[config.mk]
export PLATFORM = sky130hd
export DESIGN_NAME = jid_decoder
export DESIGN_NICKNAME = d
export VERILOG_FILES = /design/src/hw/jid_pkg.sv /design/src/hw/jid_sync.sv /design/src/hw/jid_tap_fsm.sv /design/src/hw/jid_decoder.sv
export SDC_FILE = /design/constraint.sdc
export NUM_CORES = 1
export LEC_CHECK = 0
export ABC_AREA = 1
export BUFFER_PORTS_ARGS = -buffer_cell sky130_fd_sc_hd__clkbuf_2
export CAP_MARGIN = 25
export CORE_MARGIN = 2
export CORE_UTILIZATION = 42
export DETAILED_ROUTE_END_ITERATION = 12
export PLACE_DENSITY_LB_ADDON = 0.3
export SYNTH_ARGS = -nofsm -noshare
export SYNTH_HDL_FRONTEND = slang
export SYNTH_SLANG_ARGS = --single-unit
[constraint.sdc]
create_clock -name clk -period 5.2 [get_ports clk]
set_clock_uncertainty 0.15 [all_clocks]
set_input_delay 0.52 -clock clk [delete_from_list [all_inputs] [get_ports clk]]
set_output_delay 0.52 -clock clk [all_outputs]
set_load 0.03 [all_outputs]
[src/hw/jid_pkg.sv]
// package: instruction codes, field layouts and pin counts for the tap instruction decoder
package jid_pkg;
   // ----------------------------------------
   // instruction register
   // ----------------------------------------
   localparam int IR_WIDTH = 4;
   localparam logic [3:0] OP_EXTEST = 4'h0;
   localparam logic [3:0] OP_SAMPLE = 4'h1;
   localparam logic [3:0] OP_IDCODE = 4'h2;
   localparam logic [3:0] OP_HIGHZ = 4'h3;
   localparam logic [3:0] OP_BYPASS = 4'hF;
   localparam logic [3:0] IR_CAPTURE_PAT = 4'h1;
   // ----------------------------------------
   // identification value layout
   // ----------------------------------------
   localparam int ID_WIDTH = 32;
   localparam logic [3:0] ID_VERSION = 4'h0;         // arbitrary value
   localparam logic [15:0] ID_PART = 16'h1234;       // arbitrary value
   localparam logic [10:0] ID_MAKER = 11'h055;       // arbitrary value
   localparam logic ID_MARKER = 1'b1;
   // ----------------------------------------
   // boundary cells and tap states
   // ----------------------------------------
   localparam int BSR_PINS_IN = 4;
   localparam int BSR_PINS_OUT = 4;
   localparam int BSR_LEN = BSR_PINS_IN + 2 * BSR_PINS_OUT;
   localparam int TLR_TMS_COUNT = 5;
   typedef enum logic [3:0] {
      ST_TLR = 4'h0, ST_RTI = 4'h1, ST_SEL_DR = 4'h2, ST_CAP_DR = 4'h3,
      ST_SH_DR = 4'h4, ST_EX1_DR = 4'h5, ST_PA_DR = 4'h6, ST_EX2_DR = 4'h7,
      ST_UPD_DR = 4'h8, ST_SEL_IR = 4'h9, ST_CAP_IR = 4'hA, ST_SH_IR = 4'hB,
      ST_EX1_IR = 4'hC, ST_PA_IR = 4'hD, ST_EX2_IR = 4'hE, ST_UPD_IR = 4'hF
   } jid_state_t;
   typedef enum logic [1:0] {
      SEL_BYPASS = 2'h0, SEL_BSR = 2'h1, SEL_ID = 2'h2
   } jid_sel_t;
endpackage

[src/hw/jid_sync.sv]
// two flop synchroniser for pin inputs
`timescale 1ns/100ps
module jid_sync (
   input wire logic clk,
   input wire logic rst_b,
   input wire logic rst_val,
   input wire logic din,
   output logic dout
);
   logic stage1;
   // reset value fixed at zero in every instance; the rst_val tie at the instance is not used
   always_ff @(posedge clk or negedge rst_b) begin
      if (!rst_b) begin
         stage1 <= 1'b0;
         dout <= 1'b0;
      end else begin
         stage1 <= din;
         dout <= stage1;
      end
   end
   logic unused_rst_val;
   assign unused_rst_val = rst_val;
endmodule

[src/hw/jid_tap_fsm.sv]
// tap controller state machine, advanced on detected tck rising edges
`timescale 1ns/100ps
module jid_tap_fsm (
   input wire logic clk,
   input wire logic rst_b,
   input wire logic tck_rise,
   input wire logic tms,
   input wire logic trst_sync_b,
   output jid_pkg::jid_state_t state
);
   jid_pkg::jid_state_t next_state;
   always_comb begin
      next_state = state;
      case (state)
         jid_pkg::ST_TLR: next_state = tms ? jid_pkg::ST_TLR : jid_pkg::ST_RTI;
         jid_pkg::ST_RTI: next_state = tms ? jid_pkg::ST_SEL_DR : jid_pkg::ST_RTI;
         jid_pkg::ST_SEL_DR: next_state = tms ? jid_pkg::ST_SEL_IR : jid_pkg::ST_CAP_DR;
         jid_pkg::ST_CAP_DR: next_state = tms ? jid_pkg::ST_EX1_DR : jid_pkg::ST_SH_DR;
         jid_pkg::ST_SH_DR: next_state = tms ? jid_pkg::ST_EX1_DR : jid_pkg::ST_SH_DR;
         jid_pkg::ST_EX1_DR: next_state = tms ? jid_pkg::ST_UPD_DR : jid_pkg::ST_PA_DR;
         jid_pkg::ST_PA_DR: next_state = tms ? jid_pkg::ST_EX2_DR : jid_pkg::ST_PA_DR;
         jid_pkg::ST_EX2_DR: next_state = tms ? jid_pkg::ST_UPD_DR : jid_pkg::ST_SH_DR;
         jid_pkg::ST_UPD_DR: next_state = tms ? jid_pkg::ST_SEL_DR : jid_pkg::ST_RTI;
         jid_pkg::ST_SEL_IR: next_state = tms ? jid_pkg::ST_TLR : jid_pkg::ST_CAP_IR;
         jid_pkg::ST_CAP_IR: next_state = tms ? jid_pkg::ST_EX1_IR : jid_pkg::ST_SH_IR;
         jid_pkg::ST_SH_IR: next_state = tms ? jid_pkg::ST_EX1_IR : jid_pkg::ST_SH_IR;
         jid_pkg::ST_EX1_IR: next_state = tms ? jid_pkg::ST_UPD_IR : jid_pkg::ST_PA_IR;
         jid_pkg::ST_PA_IR: next_state = tms ? jid_pkg::ST_EX2_IR : jid_pkg::ST_PA_IR;
         jid_pkg::ST_EX2_IR: next_state = tms ? jid_pkg::ST_UPD_IR : jid_pkg::ST_SH_IR;
         jid_pkg::ST_UPD_IR: next_state = tms ? jid_pkg::ST_SEL_DR : jid_pkg::ST_RTI;
         default: next_state = jid_pkg::ST_TLR;
      endcase
   end
   always_ff @(posedge clk or negedge rst_b) begin
      if (!rst_b) begin
         state <= jid_pkg::ST_TLR;
      end else if (!trst_sync_b) begin
         state <= jid_pkg::ST_TLR;
      end else if (tck_rise) begin
         state <= next_state;
      end
   end
endmodule

[src/hw/jid_decoder.sv]
// tap instruction register, decoding and test data registers
// Contract
// - four-bit instruction register holding sixteen possible instruction codes
// - instruction bits shift in from tdi only in shift-ir
// - decoded instruction picks the one data register between tdi and tdo
// - unselected data registers stay idle and leave normal operation alone
// - code 0x00 enters external test with boundary register selected
// - under external test, cells drive held outputs and capture inputs
// - code 0x02 selects 32-bit identification register, device runs normally
// - reset, trst or test-logic-reset selects the identification register
// - code 0x01 selects boundary register and samples functional pin values
// - code 0x03 forces every device output to high impedance
// - high-impedance code selects bypass; shifting leaves outputs forced off
// - code 0x0F selects one-bit bypass with normal operation
// - bypass stage loads zero on tck rise in capture-dr
// - capture-ir loads a fixed pattern ending in binary 01
// - shifted instruction becomes current on falling tck in update-ir
// - identification holds version, part, maker code and a one in bit 0
`timescale 1ns/100ps
module jid_decoder (
   input wire logic clk,
   input wire logic rst_b,
   input wire logic tck,
   input wire logic tms,
   input wire logic tdi,
   input wire logic trst_b,
   output logic tdo,
   output logic tdo_oe,
   input wire logic [3:0] func_out,
   input wire logic [3:0] func_oe,
   input wire logic [3:0] pin_in,
   output logic [3:0] pin_out,
   output logic [3:0] pin_oe,
   output logic [3:0] core_in,
   output logic [3:0] cur_instr
);
   // ----------------------------------------
   // pin synchronisers and tck edges
   // ----------------------------------------
   logic tck_s;
   logic tms_s;
   logic tdi_s;
   logic trst_s_b;
   logic tck_d;
   jid_sync u_sync_tck (.clk(clk), .rst_b(rst_b), .rst_val(1'b0), .din(tck), .dout(tck_s));
   jid_sync u_sync_tms (.clk(clk), .rst_b(rst_b), .rst_val(1'b0), .din(tms), .dout(tms_s));
   jid_sync u_sync_tdi (.clk(clk), .rst_b(rst_b), .rst_val(1'b0), .din(tdi), .dout(tdi_s));
   jid_sync u_sync_trst (.clk(clk), .rst_b(rst_b), .rst_val(1'b0), .din(trst_b), .dout(trst_s_b));
   always_ff @(posedge clk or negedge rst_b) begin
      if (!rst_b) begin
         tck_d <= 1'b0;
      end else begin
         tck_d <= tck_s;
      end
   end
   wire tck_rise = tck_s & ~tck_d;
   wire tck_fall = ~tck_s & tck_d;
   // ----------------------------------------
   // tap state machine
   // ----------------------------------------
   jid_pkg::jid_state_t state;
   jid_tap_fsm u_fsm (
      .clk(clk),
      .rst_b(rst_b),
      .tck_rise(tck_rise),
      .tms(tms_s),
      .trst_sync_b(trst_s_b),
      .state(state)
   );
   wire in_tlr = (state == jid_pkg::ST_TLR) | ~trst_s_b;
   wire cap_ir = (state == jid_pkg::ST_CAP_IR);
   wire sh_ir = (state == jid_pkg::ST_SH_IR);
   wire upd_ir = (state == jid_pkg::ST_UPD_IR);
   wire cap_dr = (state == jid_pkg::ST_CAP_DR);
   wire sh_dr = (state == jid_pkg::ST_SH_DR);
   wire upd_dr = (state == jid_pkg::ST_UPD_DR);
   // ----------------------------------------
   // instruction shift stage and latch
   // ----------------------------------------
   logic [jid_pkg::IR_WIDTH-1:0] ir_shift;
   logic [jid_pkg::IR_WIDTH-1:0] ir_latch;
   always_ff @(posedge clk or negedge rst_b) begin
      if (!rst_b) begin
         ir_shift <= jid_pkg::IR_CAPTURE_PAT;
      end else if (tck_rise && cap_ir) begin
         ir_shift <= jid_pkg::IR_CAPTURE_PAT;
      end else if (tck_rise && sh_ir) begin
         ir_shift <= {tdi_s, ir_shift[3:1]};
      end
   end
   // reset lands on idcode so a data scan reads id straight away
   always_ff @(posedge clk or negedge rst_b) begin
      if (!rst_b) begin
         ir_latch <= jid_pkg::OP_IDCODE;
      end else if (in_tlr) begin
         ir_latch <= jid_pkg::OP_IDCODE;
      end else if (tck_fall && upd_ir) begin
         ir_latch <= ir_shift;
      end
   end
   assign cur_instr = ir_latch;
   // ----------------------------------------
   // decode
   // ----------------------------------------
   wire is_extest = (ir_latch == jid_pkg::OP_EXTEST);
   wire is_sample = (ir_latch == jid_pkg::OP_SAMPLE);
   wire is_idcode = (ir_latch == jid_pkg::OP_IDCODE);
   wire is_highz = (ir_latch == jid_pkg::OP_HIGHZ);
   // everything else, 0x0F included, is bypass
   jid_pkg::jid_sel_t sel;
   assign sel = (is_extest | is_sample) ? jid_pkg::SEL_BSR :
                is_idcode ? jid_pkg::SEL_ID : jid_pkg::SEL_BYPASS;
   wire sel_bsr = (sel == jid_pkg::SEL_BSR);
   wire sel_id = (sel == jid_pkg::SEL_ID);
   wire sel_byp = (sel == jid_pkg::SEL_BYPASS);
   // ----------------------------------------
   // bypass stage
   // ----------------------------------------
   logic byp;
   always_ff @(posedge clk or negedge rst_b) begin
      if (!rst_b) begin
         byp <= 1'b0;
      end else if (tck_rise && sel_byp && cap_dr) begin
         byp <= 1'b0;
      end else if (tck_rise && sel_byp && sh_dr) begin
         byp <= tdi_s;
      end
   end
   // ----------------------------------------
   // identification register
   // ----------------------------------------
   wire [31:0] id_value = {jid_pkg::ID_VERSION, jid_pkg::ID_PART, jid_pkg::ID_MAKER, jid_pkg::ID_MARKER};
   logic [jid_pkg::ID_WIDTH-1:0] id_shift;
   always_ff @(posedge clk or negedge rst_b) begin
      if (!rst_b) begin
         id_shift <= 32'h00000000;
      end else if (tck_rise && sel_id && cap_dr) begin
         id_shift <= id_value;
      end else if (tck_rise && sel_id && sh_dr) begin
         id_shift <= {tdi_s, id_shift[31:1]};
      end
   end
   // ----------------------------------------
   // boundary register: inputs, output data, output enables
   // ----------------------------------------
   localparam int BL = jid_pkg::BSR_LEN;
   logic [BL-1:0] bsr_shift;
   logic [BL-1:0] bsr_hold;
   wire [BL-1:0] bsr_capture = {func_oe, func_out, pin_in};
   always_ff @(posedge clk or negedge rst_b) begin
      if (!rst_b) begin
         bsr_shift <= '0;
      end else if (tck_rise && sel_bsr && cap_dr) begin
         bsr_shift <= bsr_capture;
      end else if (tck_rise && sel_bsr && sh_dr) begin
         bsr_shift <= {tdi_s, bsr_shift[BL-1:1]};
      end
   end
   // update hold stage on falling tck so outputs change away from the capture edge
   always_ff @(posedge clk or negedge rst_b) begin
      if (!rst_b) begin
         bsr_hold <= '0;
      end else if (tck_fall && sel_bsr && upd_dr) begin
         bsr_hold <= bsr_shift;
      end
   end
   wire [3:0] hold_in = bsr_hold[jid_pkg::BSR_PINS_IN-1:0];
   wire [3:0] hold_out = bsr_hold[jid_pkg::BSR_PINS_IN+jid_pkg::BSR_PINS_OUT-1:jid_pkg::BSR_PINS_IN];
   wire [3:0] hold_oe = bsr_hold[BL-1:jid_pkg::BSR_PINS_IN+jid_pkg::BSR_PINS_OUT];
   // ----------------------------------------
   // pin muxing
   // ----------------------------------------
   logic [3:0] next_pin_out;
   logic [3:0] next_pin_oe;
   logic [3:0] next_core_in;
   always_comb begin
      next_pin_out = func_out;
      next_pin_oe = func_oe;
      next_core_in = pin_in;
      if (is_extest) begin
         next_pin_out = hold_out;
         next_pin_oe = hold_oe;
         next_core_in = hold_in;
      end else if (is_highz) begin
         next_pin_out = 4'h0;
         next_pin_oe = 4'h0;
      end
   end
   always_ff @(posedge clk or negedge rst_b) begin
      if (!rst_b) begin
         pin_out <= 4'h0;
         pin_oe <= 4'h0;
         core_in <= 4'h0;
      end else begin
         pin_out <= next_pin_out;
         pin_oe <= next_pin_oe;
         core_in <= next_core_in;
      end
   end
   // ----------------------------------------
   // tdo: changes on falling tck, driven only while shifting
   // ----------------------------------------
   wire dr_bit = sel_id ? id_shift[0] : sel_bsr ? bsr_shift[0] : byp;
   wire next_tdo = sh_ir ? ir_shift[0] : dr_bit;
   always_ff @(posedge clk or negedge rst_b) begin
      if (!rst_b) begin
         tdo <= 1'b0;
         tdo_oe <= 1'b0;
      end else if (tck_fall) begin
         tdo <= next_tdo;
         tdo_oe <= sh_ir | sh_dr;
      end
   end
endmodule

Yosys cells after proc, flatten, opt, wreduce, memory -nomap -nowiden

Index checks and enable logic that the tools add are counted.

Register bits after elaboration: 92
Input bits: 18
Output and inout port bits: 18

Equal/unequal tests: 21
Multiplexer cells: 35
Bitwise logic cells: 8
Reduce and logical (&&, ||, !) cells: 25

Operator list:

| cell                                                             | number |
|---|---|
| 32-bit 2-to-1 mux                                                | 2 |
| 4-bit 2-to-1 mux                                                 | 15 |
| 4-bit case mux with 12 select lines                              | 1 |
| 4-bit == test (second input constant)                            | 8 |
| 12-bit 2-to-1 mux                                                | 2 |
| 4-bit by 2-bit == test with 1-bit output (second input constant) | 4 |
| 4-bit by 3-bit == test with 1-bit output (second input constant) | 4 |
| 1-bit logical AND                                                | 14 |
| 2-bit 2-to-1 mux                                                 | 5 |
| 2-bit nonzero test                                               | 5 |
| 4-bit by 1-bit == test with 1-bit output (second input constant) | 2 |
| 4-bit logical NOT                                                | 2 |
| 1-bit 2-to-1 mux                                                 | 8 |
| 3-bit 2-to-1 mux                                                 | 2 |
| 2-bit OR reduction                                               | 2 |
| 1-bit NOT                                                        | 3 |
| 1-bit OR                                                         | 3 |
| 3-bit OR reduction                                               | 1 |
| 1-bit AND                                                        | 2 |
| 2-bit by 1-bit == test with 1-bit output (second input constant) | 1 |
| 2-bit == test (second input constant)                            | 1 |
| 2-bit logical NOT                                                | 1 |
| 2-bit inequality test (second input constant)                    | 1 |

Depth between registers and ports, before layout

Depth in word-level cells: 8
Depth in mapped cells: 11
Mapped depth without buffers: 10

Cells and area by module

Synthesis repeated with hierarchy kept, for this count alone.

Cell total of the unflattened synthesis: 514
Area, all modules: 4,177.8 um^2

By module, submodules not included:

| module      | instances | cells each | area an instance (um^2) |
|---|---|---|---|
| jid_decoder | 1         | 428        | 3,560.9 |
| jid_tap_fsm | 1         | 78         | 416.6 |
| jid_sync    | 4         | 2          | 50.0 |

Least setup slack after synthesis

OpenSTA, ideal clock, no wires.

Path kind: flip-flop to flip-flop
From: register ir_latch (netlist bit cur_instr[1])
To: register core_in[0]
Library setup time: 125 ps
Arrival time: 1,492 ps
Setup slack: 3,434 ps
Cell stages (with the launch flop): 7
Path buffers: 1
Clock period less this slack: 1,766 ps
Path through: dfstp_2 inv_1 nand2_1 inv_1 nand2_1 buf_2 mux2_2

Cells in the longest elaborated chain, start to end: 2

Ends and longest elaborated chain:

| element                   | RTL line           | RTL |
|---|---|---|
| start: declaration        | jid_decoder.sv:81  | `logic [jid_pkg::IR_WIDTH-1:0] ir_latch;` |
| start signal: assignment  | jid_decoder.sv:94  | `ir_latch <= jid_pkg::OP_IDCODE;` |
| start signal: assignment  | jid_decoder.sv:96  | `ir_latch <= jid_pkg::OP_IDCODE;` |
| start signal: assignment  | jid_decoder.sv:98  | `ir_latch <= ir_shift;` |
| 4-bit logical NOT         | jid_decoder.sv:105 | `wire is_extest = (ir_latch == jid_pkg::OP_EXTEST);` |
| 4-bit 2-to-1 mux          | jid_decoder.sv:180 | `if (is_extest) begin` |
| named net next_core_in[0] | jid_decoder.sv:175 | `logic [3:0] next_core_in;` |
| end signal: assignment    | jid_decoder.sv:197 | `core_in <= next_core_in;` |
| end: declaration          | jid_decoder.sv:34  | `output logic [3:0] core_in,` |

The timed path passes the listed nets, and every way through them passes these cells.
A chain may end at the register's enable or synchronous reset.

Worst setup path in the final report

From: register u_fsm.state[0]
To: register id_shift[6] in the netlist's numbering

Cells in the longest elaborated chain, start to end: 3
Elaborated cells between the ends (all ways): 6
Classes of those cells: 2 x eq/ne; 1 x mux; 3 x reduce/logical

Ends and longest elaborated chain:

| element                                                                                              | RTL line                               | RTL |
|---|---|---|
| start: declaration                                                                                   | jid_tap_fsm.sv:9                       | `output jid_pkg::jid_state_t state` |
| start signal: assignment                                                                             | jid_tap_fsm.sv:36                      | `state <= jid_pkg::ST_TLR;` |
| start signal: assignment                                                                             | jid_tap_fsm.sv:38                      | `state <= jid_pkg::ST_TLR;` |
| start signal: assignment                                                                             | jid_tap_fsm.sv:40                      | `state <= next_state;` |
| 4-bit by 2-bit == test with 1-bit output or 4-bit by 3-bit == test with 1-bit output (tied branches) | jid_decoder.sv:74, jid_decoder.sv:75   |  |
| 1-bit logical AND (on tied branches)                                                                 | jid_decoder.sv:137, jid_decoder.sv:139 |  |
| 32-bit 2-to-1 mux or 2-bit nonzero test (tied branches)                                              | -                                      |  |
| end signal: assignment                                                                               | jid_decoder.sv:138                     | `id_shift <= id_value;` |
| end signal: assignment                                                                               | jid_decoder.sv:140                     | `id_shift <= {tdi_s, id_shift[31:1]};` |
| end: declaration                                                                                     | jid_decoder.sv:133                     | `logic [jid_pkg::ID_WIDTH-1:0] id_shift;` |

Several ways; a longest one is shown, not always the timed one.

==> qor.txt <==
GRT
---------------------------------------------------------------------------------
Number of antenna violations at the first check in global routing ..            0
Gr usage total .....................................................       16.19%
Global route total overflow ........................................            0
Largest net degree at the start of global routing ..................           49
Vias in the first global route .....................................         2877
Wire length of the first global-routing pass .......................     13340 µm

TIMING
---------------------------------------------------------------------------------
Transition time at the pin with the least slew margin ..............    0.8916 ns
Final worst path period share ......................................       56.91%
Tightest hold margin ...............................................    0.1150 ns
Final count of hold timing violations ..............................            0
Setup violations, final ............................................            0
Unrepaired setup endpoints after global routing ....................        false
Setup total negative slack .........................................         0 ns
Final worst path period need .......................................     2.959 ns
Worst slew margin ..................................................       40.38%
FMAX ...............................................................   0.3379 GHz
Slew Limit Fails ...................................................            0

FLOORPLANNING
---------------------------------------------------------------------------------
Initial cell density of the core ...................................       43.54%
Height of the chip .................................................     102.1 µm
Row count ..........................................................           35
Full die area ......................................................    10430 µm²
Core region area ...................................................     9284 µm²
Num ports ..........................................................           36
Floorplan die width ................................................     102.1 µm

WORST HOLD PATH
---------------------------------------------------------------------------------
End of the worst hold path ......................................... u_sync_trst.stage1
Source of the worst hold timing path ...............................       trst_b
Instance count along the most critical hold path ...................            1
Path type of the worst min-delay path ..............................       in2reg

ROUTING
---------------------------------------------------------------------------------
Total via count after detailed routing .............................         3076
Detail-routed net length per standard cell .........................     11.92 µm
Vias per Instance ..................................................        4.754
Total detailed-routing wirelength ..................................      7715 µm
Post-route DRC violation count .....................................            0
Number of DRC violations after detailed-routing iteration 0 ........          142
Number of antenna-violating nets in the routed design ..............            0
First-pass iteration count of the detailed router ..................            5

SETUP PATH
---------------------------------------------------------------------------------
Dominant cell type by count on the critical path ...................      nand2_2
Worst reg2reg path endpoint ........................................  id_shift[6]
Ordered list of cells on the worst path ............................ nand2_1, inv_1, nand2_2, nand2_2, nand3_2, inv_2, nand3_1, o21ai_0
Kind of start point of the critical path ...........................     register
Maximum net fanout on the critical path ............................           48
Combined buffer and inverter count along the critical path .........            2
Slowest stage cell, crit path ......................................      nand3_2
Critical path required time ........................................      5.33 ns
Worst stage delay on the critical path .............................      0.63 ns
Worst Path Arrival .................................................      3.09 ns
Crit. End Element ..................................................     register
Setup slack on the worst flop-to-flop path .........................      2.24 ns
Depth of the worst register-to-register path .......................            8
Critical path type .................................................      reg2reg
Largest delay share family, worst path ............................. simple AND/OR/NAND/NOR gates
Launch instance of the worst register-to-register path ............. u_fsm.state[0]

CTS
---------------------------------------------------------------------------------
Cells resized by post-CTS repair ...................................            0
Post-CTS setup buffers .............................................            0
Max Root-Sink Buffers ..............................................            2
Clock buffers created by TritonCTS .................................            9
Worst-skew pair later-pin latency ..................................      0.36 ns
Root buffer cell ...................................................     clkbuf_8
CTS tree ...........................................................        built
CTS Hold Bufs ......................................................            1
Maximum level of the CTS H-tree ....................................            3
Clock-pin slew on the worst setup and hold paths ...................      0.10 ns
Total clock sinks ..................................................           92

OUTCOME
---------------------------------------------------------------------------------
Run status .........................................................    completed

LOGIC SYNTHESIS
---------------------------------------------------------------------------------
Proportion of synthesized chip area in sequential cells ............       57.01%
Synth top area cells ............................................... dfrtp_1 (56%), nand2_1 (13%), inv_1 (6.1%), o21ai_0 (5.8%), a21oi_1 (3.6%)
Net count after synthesis ..........................................          499
Area fraction of the dominant cell type after synthesis ............       55.71%
Synth Register Bits ................................................           92
Number of warnings reported in the yosys synthesis log .............            0
Cell count after synthesis .........................................          481
Number of different library cells in the post-synthesis netlist ....           23
Library cell occupying the most area in the post-synthesis netlist .      dfrtp_1
Netlist area before placement ......................................     4043 µm²
Mean cell area of the mapped netlist ...............................    8.405 µm²

CELLS AND AREA
---------------------------------------------------------------------------------
Filler Cell Count ..................................................          934
Fraction of final layout cells with drive strength greater than 1 ..       12.93%
Number of diodes added for antenna fixing ..........................            0
Final nets .........................................................          531
Area growth from synthesis to layout ...............................       10.77%
Finished Cell Area .................................................     4478 µm²

PWR
---------------------------------------------------------------------------------
Power density cells ................................................ 279.2 nW/µm²
Static leakage power ...............................................     2.521 nW
Maximum VDD drop ...................................................    0.1186 mV

JOB
---------------------------------------------------------------------------------
Number of violations of the max-capacitance limit ..................            0

PLACE
---------------------------------------------------------------------------------
Instance area at placement .........................................     4277 µm²
Detailed-placement wirelength estimate .............................      5224 µm
Placer congestion estimate .........................................       0.9607
Number of port buffers .............................................           35

==> Yosys cell counts (all sizes together) <==
library cell  count
nand3b            1
a21oi            29
dfrtp            90
a31oi             2
inv              69
nor2             31
nand3            24
clkbuf            6
buf              10
nand2           141
dfstp             2
nor3              1
nand4             2
mux2              4
o21ai            69
==> kinds of logic (layout without fill, tap and decap cells) <==
group           after synthesis  in the layout  share of synthesized area [%]
buf+inv                      85            122                          9.192
mux                           4              4                          1.114
flops                        92             92                          57.01
compound gates              100            100                          12.44
simple gates                200            200                          20.24
==> metrics by stage <==
stage / cells / power, mW / util [%] / setup slack, ns
6_report: 647 / 1.250 / 48.23 / 2.241
5_1_grt: 647 / 1.305 / 48.23 / 1.772
4_1_cts: 647 / 1.265 / 48.23 / 2.223
3_5_place_dp: 630 / 0.8009 / 46.06 / 2.259
3_3_place_gp: 630 / 0.8001 / 46.06 / 2.336
2_1_floorplan: 481 / 0.7684 / - / 3.434
==> where the power goes <==
group	internal (mW)	total, mW	switching (mW)	leakage [nW]
registers	0.725	0.730	0.00504	1.16
clock network	0.187	0.465	0.278	0.0958
logic	0.0154	0.0562	0.0407	1.26
total	0.927	1.25	0.323	2.52
==> metal layers <==
metal | GRT usage (%) | vias to the layer above | part of all wire [%]
met5 | 0 | - | 0
met3 | 2.804 | 7 | 4.4
met4 | 6.564 | 0 | 1.2
met1 | 22.29 | 1424 | 49
met2 | 25.56 | 74 | 46
li1 | - | 1571 | -
==> registers in the layout (all words and copies together) (netlist names), 4 cells and up <==
signal,cells
bsr_hold,12
bsr_shift,12
core_in,4
cur_instr,4
id_shift,32
ir_shift,4
pin_oe,4
pin_out,4
u_fsm.state,4
==> worst max-delay path by stage <==
stage,start,endpoint,cells past startpoint
final,u_fsm.state[0],id_shift[6],8
after global routing,u_fsm.state[0],id_shift[2],8
after floorplan,cur_instr[1],core_in[0],6
after detailed placement,u_fsm.state[2],id_shift[6],7
after global placement,u_fsm.state[2],id_shift[25],7
after CTS,u_fsm.state[0],id_shift[6],8
==> layout make-up <==
cell class	count	area [µm²]	area share [%]
Inverter	69	259.0	5.784
Multi-Input combinational cell	304	1366	30.51
Timing Repair Buffer	37	195.2	4.359
Tap cell	129	161.4	3.604
Sequential cell	92	2305	51.47
Clock inverter	7	67.56	1.509
Clock buffer	9	123.9	2.766
==> cell usage in the layout (no fill, tap or decap) <==
| master | synthesis | final |
|---|---|---|
| nand2_4 | 1 | 1 |
| clkinv_4 | 0 | 2 |
| mux2_2 | 4 | 4 |
| inv_1 | 66 | 66 |
| a31oi_1 | 2 | 2 |
| nand3b_1 | 1 | 1 |
| nor2_4 | 1 | 1 |
| buf_4 | 1 | 2 |
| nand4_1 | 2 | 2 |
| clkbuf_2 | 0 | 34 |
| dlygate4sd3_1 | 0 | 1 |
| o21ai_1 | 22 | 22 |
| clkinvlp_4 | 0 | 1 |
| nor2_1 | 30 | 30 |
| nand2_1 | 137 | 137 |
| a21oi_1 | 29 | 29 |
| nand2_2 | 3 | 3 |
| nor3_1 | 1 | 1 |
| nand3_1 | 23 | 23 |
| dfrtp_1 | 90 | 90 |
| o21ai_0 | 47 | 47 |
| inv_6 | 0 | 1 |
| inv_2 | 3 | 3 |
| dfstp_2 | 2 | 2 |
| nand3_2 | 1 | 1 |
| clkbuf_8 | 0 | 9 |
| inv_8 | 0 | 3 |
Power figures use the tool's default switching activity.
